===== src/hw/dppi_consts.svh =====
// Constants for the dual port pixel input: widths, timing counts.
// Assumes inclusion by package and design files alike.
`ifndef DPPI_CONSTS_SVH
`define DPPI_CONSTS_SVH
`define DPPI_COLOR_W 8
`define DPPI_COLOR_MSB 7
`define DPPI_COLOR_LSB 0
`define DPPI_PAIR_W 48
`define DPPI_FIFO_DEPTH 8
`define DPPI_LINE_ACTIVE_CLK 640
`define DPPI_LINE_MIN_CLK 660
`define DPPI_LINE_MAX_CLK 1024
`define DPPI_FRAME_ACTIVE_LINES 1024
`define DPPI_FRAME_MIN_LINES 1030
`define DPPI_FRAME_MAX_LINES 1422
`endif


===== src/hw/dppi_pkg.sv =====
// Types shared by the dual port pixel input design.
// Assumes dppi_consts.svh alongside.
`include "dppi_consts.svh"
package dppi_pkg;
  typedef logic [`DPPI_COLOR_W-1:0] dppi_color_type;
  typedef logic [`DPPI_PAIR_W-1:0] dppi_pair_type;
  typedef enum logic [2:0] {
    dppi_st_idle = 3'h1,
    dppi_st_line = 3'h2,
    dppi_st_blank = 3'h4
  } dppi_state_type;
endpackage : dppi_pkg


===== src/hw/dppi_fifo.sv =====
// Small FIFO holding pixel pairs, width and depth as parameters.
// Assumes one clock and synchronous active-high reset; read data registered.
`timescale 1ns/1ns
module dppi_fifo #(
  parameter int WIDTH = 48,
  parameter int DEPTH = 8
) (
  input wire logic clk_sys,
  input wire logic reset,
  input wire logic in_valid,
  output logic in_ready,
  input wire logic [WIDTH-1:0] in_data,
  output logic out_valid,
  input wire logic out_ready,
  output logic [WIDTH-1:0] out_data
);
  localparam int AW = $clog2(DEPTH);
  logic [WIDTH-1:0] mem_q [DEPTH];
  logic [AW-1:0] wr_q, wr_d, rd_q, rd_d;
  logic [AW:0] cnt_q, cnt_d;
  logic [WIDTH-1:0] dout_q, dout_d;
  logic ov_q, ov_d;
  logic push, pop;
  always_comb begin
    // Output register counts as one slot outside the memory
    push = in_valid && (cnt_q != (AW+1)'(DEPTH));
    pop = (cnt_q != '0) && (!ov_q || out_ready);
    wr_d = push ? wr_q + AW'(1) : wr_q;
    rd_d = pop ? rd_q + AW'(1) : rd_q;
    cnt_d = cnt_q + (AW+1)'(push) - (AW+1)'(pop);
    dout_d = pop ? mem_q[rd_q] : dout_q;
    ov_d = pop ? 1'b1 : (out_ready ? 1'b0 : ov_q);
  end
  always_ff @(posedge clk_sys) begin
    if (push) begin
      mem_q[wr_q] <= in_data;
    end
    if (reset) begin
      wr_q <= '0;
      rd_q <= '0;
      cnt_q <= '0;
      dout_q <= '0;
      ov_q <= 1'b0;
    end else begin
      wr_q <= wr_d;
      rd_q <= rd_d;
      cnt_q <= cnt_d;
      dout_q <= dout_d;
      ov_q <= ov_d;
    end
  end
  assign in_ready = (cnt_q != (AW+1)'(DEPTH));
  assign out_valid = ov_q;
  assign out_data = dout_q;
endmodule : dppi_fifo


===== src/hw/dppi_input.sv =====
// Dual port pixel input: samples odd/even colour ports on the pixel link clock.
// Assumes link pins are asynchronous to clk_sys and slower than half its rate.
`timescale 1ns/1ns
`include "dppi_consts.svh"
module dppi_input (
  input wire logic clk_sys,
  input wire logic reset,
  input wire logic pixel_clock,
  input wire logic pixel_window_strobe,
  input wire dppi_pkg::dppi_color_type odd_red_bits,
  input wire dppi_pkg::dppi_color_type odd_green_bits,
  input wire dppi_pkg::dppi_color_type odd_blue_bits,
  input wire dppi_pkg::dppi_color_type even_red_bits,
  input wire dppi_pkg::dppi_color_type even_green_bits,
  input wire dppi_pkg::dppi_color_type even_blue_bits,
  output logic pair_valid,
  input wire logic pair_ready,
  output dppi_pkg::dppi_pair_type pair_data,
  output logic [10:0] pair_column_q,
  output logic [10:0] pair_row_q,
  output logic line_length_error_q,
  output logic frame_length_error_q,
  output logic overflow_q
);
  import dppi_pkg::*;
  // Two-stage synchronisers; stage one feeds only stage two
  logic [49:0] s1_q, s2_q;
  logic ck_prev_q;
  logic de_prev_q, de_prev_d;
  dppi_state_type st_q, st_d;
  logic [10:0] hclk_q, hclk_d;
  logic [10:0] hact_q, hact_d;
  logic [10:0] col_q, col_d;
  logic [10:0] row_q, row_d;
  logic [10:0] vline_q, vline_d;
  logic lerr_d, ferr_d, ovf_d;
  logic [10:0] pcol_d, prow_d;
  logic rise, de_s, push, f_ready;
  dppi_pair_type pair_in;
  always_ff @(posedge clk_sys) begin
    if (reset) begin
      s1_q <= '0;
      s2_q <= '0;
      ck_prev_q <= 1'b0;
    end else begin
      s1_q <= {pixel_clock, pixel_window_strobe, odd_red_bits, odd_green_bits,
               odd_blue_bits, even_red_bits, even_green_bits, even_blue_bits};
      s2_q <= s1_q;
      ck_prev_q <= s2_q[49];
    end
  end
  // Data passes the same stages as the clock; the link must hold data around its edge
  assign rise = s2_q[49] && !ck_prev_q;
  assign de_s = s2_q[48];
  // Odd pixel in the upper half, bit order kept MSB..LSB
  assign pair_in = s2_q[47:0];
  assign push = rise && de_s;
  always_comb begin
    st_d = st_q;
    de_prev_d = de_prev_q;
    hclk_d = hclk_q;
    hact_d = hact_q;
    col_d = col_q;
    row_d = row_q;
    vline_d = vline_q;
    lerr_d = line_length_error_q;
    ferr_d = frame_length_error_q;
    ovf_d = overflow_q || (push && !f_ready);
    pcol_d = pair_column_q;
    prow_d = pair_row_q;
    if (rise) begin
      de_prev_d = de_s;
      // Horizontal counts are in link clocks
      hclk_d = (hclk_q == 11'h7ff) ? hclk_q : hclk_q + 11'h001;
      if (push) begin
        hact_d = hact_q + 11'h001;
        // Column of the odd pixel: 1, 3, 5 ...
        col_d = col_q + 11'h002;
        pcol_d = col_q;
        prow_d = row_q;
      end
      unique case (st_q)
        dppi_st_idle: begin
          if (de_s && !de_prev_q) begin
            st_d = dppi_st_line;
            hclk_d = 11'h001;
            hact_d = 11'h001;
            col_d = 11'h003;
            pcol_d = 11'h001;
            row_d = 11'h001;
            prow_d = 11'h001;
            vline_d = 11'h001;
          end
        end
        dppi_st_line: begin
          if (!de_s) begin
            st_d = dppi_st_blank;
            lerr_d = lerr_d || (hact_q != 11'(`DPPI_LINE_ACTIVE_CLK));
          end
        end
        dppi_st_blank: begin
          if (de_s) begin
            // Line ended: period check and new line, counted in lines
            st_d = dppi_st_line;
            lerr_d = lerr_d || (hclk_q < 11'(`DPPI_LINE_MIN_CLK))
                     || (hclk_q > 11'(`DPPI_LINE_MAX_CLK));
            hclk_d = 11'h001;
            hact_d = 11'h001;
            col_d = 11'h003;
            pcol_d = 11'h001;
            vline_d = vline_q + 11'h001;
            if (row_q == 11'(`DPPI_FRAME_ACTIVE_LINES)) begin
              // New frame; total line count judged here
              ferr_d = ferr_d || (vline_q < 11'(`DPPI_FRAME_MIN_LINES))
                       || (vline_q > 11'(`DPPI_FRAME_MAX_LINES));
              row_d = 11'h001;
              vline_d = 11'h001;
            end else begin
              row_d = row_q + 11'h001;
            end
            prow_d = row_d;
          end else if (hclk_q == 11'h7ff) begin
            // Long blank within the vertical interval counts whole lines
            hclk_d = 11'h000;
            vline_d = vline_q + 11'h001;
          end
        end
      endcase
    end
  end
  always_ff @(posedge clk_sys) begin
    if (reset) begin
      st_q <= dppi_st_idle;
      de_prev_q <= 1'b0;
      hclk_q <= '0;
      hact_q <= '0;
      col_q <= '0;
      row_q <= '0;
      vline_q <= '0;
      line_length_error_q <= 1'b0;
      frame_length_error_q <= 1'b0;
      overflow_q <= 1'b0;
      pair_column_q <= '0;
      pair_row_q <= '0;
    end else begin
      st_q <= st_d;
      de_prev_q <= de_prev_d;
      hclk_q <= hclk_d;
      hact_q <= hact_d;
      col_q <= col_d;
      row_q <= row_d;
      vline_q <= vline_d;
      line_length_error_q <= lerr_d;
      frame_length_error_q <= ferr_d;
      overflow_q <= ovf_d;
      pair_column_q <= pcol_d;
      pair_row_q <= prow_d;
    end
  end
  // Full 8-bit words pass unaltered, so all 2^24 colours survive
  dppi_fifo #(
    .WIDTH(`DPPI_PAIR_W),
    .DEPTH(`DPPI_FIFO_DEPTH)
  ) u_fifo (
    .clk_sys(clk_sys),
    .reset(reset),
    .in_valid(push),
    .in_ready(f_ready),
    .in_data(pair_in),
    .out_valid(pair_valid),
    .out_ready(pair_ready),
    .out_data(pair_data)
  );
endmodule : dppi_input


===== config.mk =====
export PLATFORM = sky130hd
export DESIGN_NAME = dppi_input
export DESIGN_NICKNAME = d
export VERILOG_FILES = /design/src/hw/dppi_pkg.sv /design/src/hw/dppi_fifo.sv /design/src/hw/dppi_input.sv
export VERILOG_INCLUDE_DIRS = /design/src /design/src/hw
export SDC_FILE = /design/constraint.sdc
export NUM_CORES = 1
export LEC_CHECK = 0
export BUFFER_PORTS_ARGS = -buffer_cell sky130_fd_sc_hd__buf_2
export CAP_MARGIN = 20
export CORE_AREA = 2 2 211 213
export CTS_CLUSTER_SIZE = 10
export DETAILED_ROUTE_END_ITERATION = 10
export DIE_AREA = 0 0 213 215
export PLACE_DENSITY = 0.72
export SYNTH_ARGS = -nofsm -noshare
export SYNTH_HDL_FRONTEND = slang
export SYNTH_SLANG_ARGS = --single-unit

===== constraint.sdc =====
create_clock -name clk_sys -period 6.8 [get_ports clk_sys]
set_input_delay 0.34 -clock clk_sys [delete_from_list [all_inputs] [get_ports clk_sys]]
set_output_delay 0.34 -clock clk_sys [all_outputs]
set_load 0.01 [all_outputs]

# [Yosys cells after proc, flatten, opt, wreduce, memory -nomap -nowiden]
# Memory sizes are Yosys's and may differ from the RTL's. A register that Yosys moved wholly into a read port is not among the register bits.
# Index checks and enable logic that the tools add are counted.
[classes] addsub=9 order_cmp=4 n_eq_ne=11 n_mux=40 n_reduce_logical=26
[op_table] cell="11-bit 2-to-1 mux" n=22
[op_table] cell="11-bit case mux with 2 select lines" n=7
[op_table] cell="11-bit by 1-bit adder with 11-bit output, second input constant" n=4
[op_table] cell="11-bit equality test, second input constant" n=2
[op_table] cell="11-bit greater-than comparator, second input constant" n=2
[op_table] cell="4-bit AND reduction" n=5
[op_table] cell="11-bit by 2-bit adder with 11-bit output, second input constant" n=1
[op_table] cell="11-bit by 10-bit < comparator with 1-bit output, second input constant" n=1
[op_table] cell="11-bit < comparator, second input constant" n=1
[op_table] cell="11-bit by 10-bit != test with 1-bit output, second input constant" n=1
[op_table] cell="3-bit 2-to-1 mux" n=3
[op_table] cell="3-bit case mux with 3 select lines" n=1
[op_table] cell="1-bit logical OR" n=7
[op_table] cell="3-bit by 1-bit adder with 3-bit output, second input constant" n=2
[op_table] cell="1-bit logical AND" n=6
[op_table] cell="1-bit 2-to-1 mux" n=6
[op_table] cell="2-bit != test, second input constant" n=3
[op_table] cell="2-bit nonzero test" n=3
[op_table] cell="4-bit by 1-bit adder with 4-bit output" n=1
[op_table] cell="1-bit zero test" n=4
[op_table] cell="4-bit != test, second input constant" n=1
[op_table] cell="4-bit nonzero test" n=1
[op_table] cell="4-bit by 1-bit subtractor with 4-bit output" n=1
[op_table] cell="3-bit by 1-bit equality test with 1-bit output, second input constant" n=1
[op_table] cell="4 further kinds" n=4
[word_totals] register_bits=196 mem_bits_rw=384 word_cells=110 memories=1
[mem_list] name="u_fifo.mem_q" depth=8 word_bits=48 read_ports=1 rd_clocked_by_memory_dff=1 write_ports=1 line="dppi_fifo.sv:18" source="logic [WIDTH-1:0] mem_q [DEPTH];"

# [Logic depth before layout (Yosys ltp)]
[depth] word_depth=6 ltp_mapped=12

# [Modules after synthesis]
# From an unflattened synthesis, not the netlist that was laid out.
[hier_totals] cells_unflattened=1654 area_unflattened_um2=23615.1
[by_module_without_submodules] module="dppi_fifo" instances=1 cells_per_inst=897 area_per_inst_um2=16600.9
[by_module_without_submodules] module="dppi_input" instances=1 cells_per_inst=757 area_per_inst_um2=7014.2

# [Worst setup path before layout]
# OpenSTA, ideal clock, no wires.
[synth_path] path_type="register to register" from="register s2_q[48]" to="memory u_fifo.mem_q[0][0], enable pin" setup_time_ns=0.513 t_arrival_ns=4.533 t_required_ns=6.287 setup_slack_ns=1.754 path_stages_with_launch=6 n_path_buf=1 period_less_slack_ns=5.046 cell_sequence="dfxtp_1 > nand3b_1 > clkbuf_1 > a21oi_1 > nand2b_1 > nor3_1"
[synth_between] elab_chain_cells=4
[synth_lines] element="start: declaration" line="dppi_input.sv:27" source="logic [49:0] s1_q, s2_q;"
[synth_lines] element="start signal: assignment" line="dppi_input.sv:48" source="s2_q <= s1_q;"
[synth_lines] element="1-bit logical AND" line="dppi_input.sv:57" source="assign push = rise && de_s;"
[synth_lines] element="1-bit logical AND" line="dppi_fifo.sv:26" source="push = in_valid && (cnt_q != (AW+1)'(DEPTH));"
[synth_lines] element="1-bit 2-to-1 mux" line="dppi_fifo.sv:35" source="if (push) begin"
[synth_lines] element="1-bit 2-to-1 mux (implied by the code)" line="dppi_fifo.sv:36" source="mem_q[wr_q] <= in_data;"
[synth_lines] element="end: declaration" line="dppi_fifo.sv:18"
# No other way between the ends.

# [Worst setup path in the final report]
[layout_path] from="register s2_q[48]" to="memory u_fifo.mem_q[5][15], enable pin"
# Same word-level chain as after synthesis.

==> results.txt <==
The area fraction of the dominant cell type after synthesis is 48.9%. STA classifies the critical path endpoint as a flip-flop. The flop and latch count out of synthesis is 628.

The path class of the lowest-slack min-delay path is input port to flip-flop. Of the cells placed in the final design, the portion with a size suffix greater than 1 is 20.4%. The post-CTS setup-driven buffer insertion count is 0.

The areal power density over the cells came out at 344 nW/µm². After synthesis, the largest family of logic cells by area is multiplexers. For this run, the post-layout net count is 1785. Summed over all layers, the routed wires come to 48100 µm.

The critical path is of the flip-flop to flip-flop type. The register clock-pin slew on the reported worst setup and hold paths is 50 ps. The global-route usage over all layers came out at 21.5%. The met3 track utilization from global routing came out at 3.57%. The number of clock buffers inserted by TritonCTS came out at 73. Ranked by total cell area, the synthesized netlist is headed by sky130_fd_sc_hd__edfxtp_1 49%, sky130_fd_sc_hd__dfxtp_1 21%, sky130_fd_sc_hd__mux4_2 9.2%. Counting distinct cell types in the post-synthesis netlist gives 77. For this configuration, the core starts out at a cell density of 54.0%.

The run finished with clean final reports. The most heavily used metal layer in global routing is met2. The first detailed-routing pass ran for 8 iterations. The clock passes through at most 3 buffers.

For met2 alone, demand over resource in global routing was 35.6%. The area of the core came out at 43600 µm². In the routed design, unresolved DRC markers number 0. After Yosys synthesis, XOR and XNOR cells account for 0.594% of the synthesized area.

Using the TritonRoute via totals, the vias-per-cell ratio works out to 5.71. The largest single stage delay on the critical path is 720 ps. The slew at the pin with the worst max-slew slack is 1100 ps. The final-report setup violation count is 0. After synthesis, the mean cell area works out to 15.3 µm². The count of instances resized after the clock tree is built came out at 0. The synthesized design contains 384 enable-type register cells.

STA classifies the critical path startpoint as a flip-flop. The post-detailed-placement half-perimeter wirelength is 26100 µm. The synthesis-to-layout area growth is 16.4%. Setup repair after global routing left no endpoint under its margin. The max-capacitance violation count came out at 0. The biggest area contributor in the post-synthesis netlist is sky130_fd_sc_hd__edfxtp_1. The post-layout worst setup margin is 3440 ps. The number of I/O pins is 127. After layout, the minimum clock period comes to 3360 ps. The synthesized net count came out at 1607. The worst-path maximum fanout is 40. The data arrival at the endpoint of the critical path came out at 3560 ps. The global placement routability congestion came out at 0.865.

The floorplan row count came out at 77. The synthesized netlist occupies a cell area of 23600 µm². The routed length per placed instance is 20.4 µm. The number of max-slew violations in the final report came to 0. The critical path goes through nand3b_1 -> buf_4 -> a21oi_1 -> nand2_1 -> nor2_4 -> buf_4.

The later-pin clock latency in the skew report came out at 590 ps. Measured along the x axis, the die boundary spans 213 µm. The fraction of the mapped netlist area in adder cells came out at 0.934%. The worst-case vdd ir drop came out at 0.263 mV.

The proportion of synthesized area in mux cells came out at 11.4%. Entering global routing, the biggest net connects 77 pins. The required time reported for the critical path endpoint is 7000 ps. The share of synthesized registers carrying an async set or reset came out at 0%. The hold buffer count at CTS came out at 48.

The die area is 45800 µm². Among all stages on the critical path, the largest delay is contributed by sky130_fd_sc_hd__dfxtp_1. At the placement stage, the worst setup path has a slack of 3430 ps. The share of the synthesized area in compound gates (AO/OA/AOI/OAI) is 6.14%.

The setup skew after layout came out at 20.3 ps. The final clock period utilization by the worst path came out at 49.4%. The overflow left after global routing came out at 0. The count of nets left with antenna violations once routing finished came out at 0.

The number of antenna violations at the first check in global routing is 0. The number of sinks handled by clock tree synthesis came out at 628. For this design the static power due to leakage is 0.00929 µW. The floorplan die height is 215 µm. The highest clock frequency the design can meet came out at 0.297 GHz. The maximum level of the CTS H-tree came out at 3. The root buffer cell chosen for the clock tree is sky130_fd_sc_hd__clkbuf_16. In this design, the critical path's most frequently occurring cell is sky130_fd_sc_hd__buf_4. The number of global-route vias before repair is 13600. For met1 alone, demand over resource in global routing was 29.1%. The library cells used most frequently in the layout, excluding fill and tap cells, are 384 x sky130_fd_sc_hd__edfxtp_1, 241 x sky130_fd_sc_hd__dfxtp_1, 125 x sky130_fd_sc_hd__buf_2. The number of hold violations in the final report is 0. The total of buffers placed on input and output ports came out at 126.

Of the total synthesized cell area, the portion taken by AND, OR, NAND and NOR gates is 9.34%. The routed via count came out at 13500. The cell area after placement is 24800 µm². The cell count after placement came out at 2182. The number of DRC markers in iteration 0 came out at 1176. The area of all placed cells without fillers came out at 27400 µm². The total negative setup slack is 0 ps. The post-synthesis instance total came out at 1537. The primary flip-flop cell chosen by synthesis mapping is sky130_fd_sc_hd__edfxtp_1.

The number of warning messages in the yosys log came out at 0. The global-route wire length before repair is 75800 µm. The antenna diode count came out at 0.

The count of placed standard cells in the final layout, fillers left out is 2363. The post-synthesis sequential area ratio is 69.6%. The library cell used most frequently in the layout, excluding fill and tap cells, is sky130_fd_sc_hd__edfxtp_1.

TritonCTS built the clock tree. The worst-case headroom to the max-slew limit came out at 27.0%.
-- through the flow --
step	power, µW	hold slack, ps	utilization (%)
finish	9430	24.4	62.9
global route	9820	12.7	62.9
CTS	9520	0.631	62.8
detailed placement	5960	421	56.8
global placement	5930	416	56.8
floorplan	5500	414	-
-- flip-flops by register name (all words and copies together) (netlist names), 3 cells and up --
name / cells
u_fifo.out_data: 48
u_fifo.wr_q: 3
row_q: 11
vline_q: 11
hact_q: 11
col_q: 11
st_q: 3
pair_column_q: 11
s2_q: 50
s1_q: 50
pair_row_q: 11
u_fifo.mem_q: 384
u_fifo.rd_q: 3
u_fifo.cnt_q: 4
hclk_q: 11
-- final cells by class --
class | instances | area [µm²]
fillers | 3110 | 16200
repair buffers | 196 | 1310
well taps | 592 | 741
clock inverters | 4 | 35.0
clock buffers | 127 | 2100
flip-flops and latches | 628 | 16400
inverters | 15 | 56.3
multi-input cells | 801 | 6770
-- Yosys cell counts (6+ instances only) --
library cell,n
sky130_fd_sc_hd__edfxtp_1,384
sky130_fd_sc_hd__dfxtp_1,244
sky130_fd_sc_hd__nor2b_1,106
sky130_fd_sc_hd__nor2_1,105
sky130_fd_sc_hd__mux4_2,96
sky130_fd_sc_hd__nand2_1,62
sky130_fd_sc_hd__a21oi_1,56
sky130_fd_sc_hd__clkbuf_1,53
sky130_fd_sc_hd__a211oi_1,52
sky130_fd_sc_hd__mux2i_1,52
sky130_fd_sc_hd__nand3_1,32
sky130_fd_sc_hd__o21ai_0,27
sky130_fd_sc_hd__buf_2,24
sky130_fd_sc_hd__nor3_1,21
sky130_fd_sc_hd__ha_1,16
sky130_fd_sc_hd__a311oi_1,15
sky130_fd_sc_hd__inv_1,15
sky130_fd_sc_hd__nand2b_1,12
sky130_fd_sc_hd__a31oi_1,11
sky130_fd_sc_hd__buf_1,11
sky130_fd_sc_hd__nand4_1,9
sky130_fd_sc_hd__or3_1,9
sky130_fd_sc_hd__xnor2_1,8
sky130_fd_sc_hd__xor2_1,8
sky130_fd_sc_hd__o211ai_1,7
sky130_fd_sc_hd__and3_1,6
sky130_fd_sc_hd__and4_1,6
sky130_fd_sc_hd__nor4_1,6
-- final timing paths --
check,from,endpoint,slack (ps),depth (start not counted)
hold / removal,odd_green_bits[5],s1_q[37],20,2
setup reg to reg,s2_q[48],u_fifo.mem_q[5][15],3440,6
setup / recovery,s2_q[48],u_fifo.mem_q[5][15],3440,6
hold reg to reg,s1_q[31],s2_q[31],430,1
-- metal layers --
metal,wire (µm),part of all wire [%]
met1,20900,43
met2,23800,49
met3,2410,5.0
met4,967,2.0
met5,0,0
-- worst max-delay path, delay by kind of cell, from the launching register on --
family	cells	cell delay (ps)
AOI/OAI and AO/OA	1	490
buffers and inverters	2	920
and+or+nand+nor	3	820
DFF	1	720
-- logic make-up after synthesis --
| kind of cell | count (synthesis) |
|---|---|
| mux | 149 |
| compound gates | 210 |
| buf+inv | 108 |
| fa+ha+maj | 17 |
| simple gates | 409 |
| flops | 628 |
| xor+xnor | 16 |
-- power by group --
group / switching (µW) / leakage, µW / internal [µW]
combinational: 716 / 0.00275 / 710
sequential: 262 / 0.00552 / 4230
clock: 1430 / 0.00102 / 2090
total: 2410 / 0.00929 / 7020
Note: power is estimated with default switching activity, not from simulation.
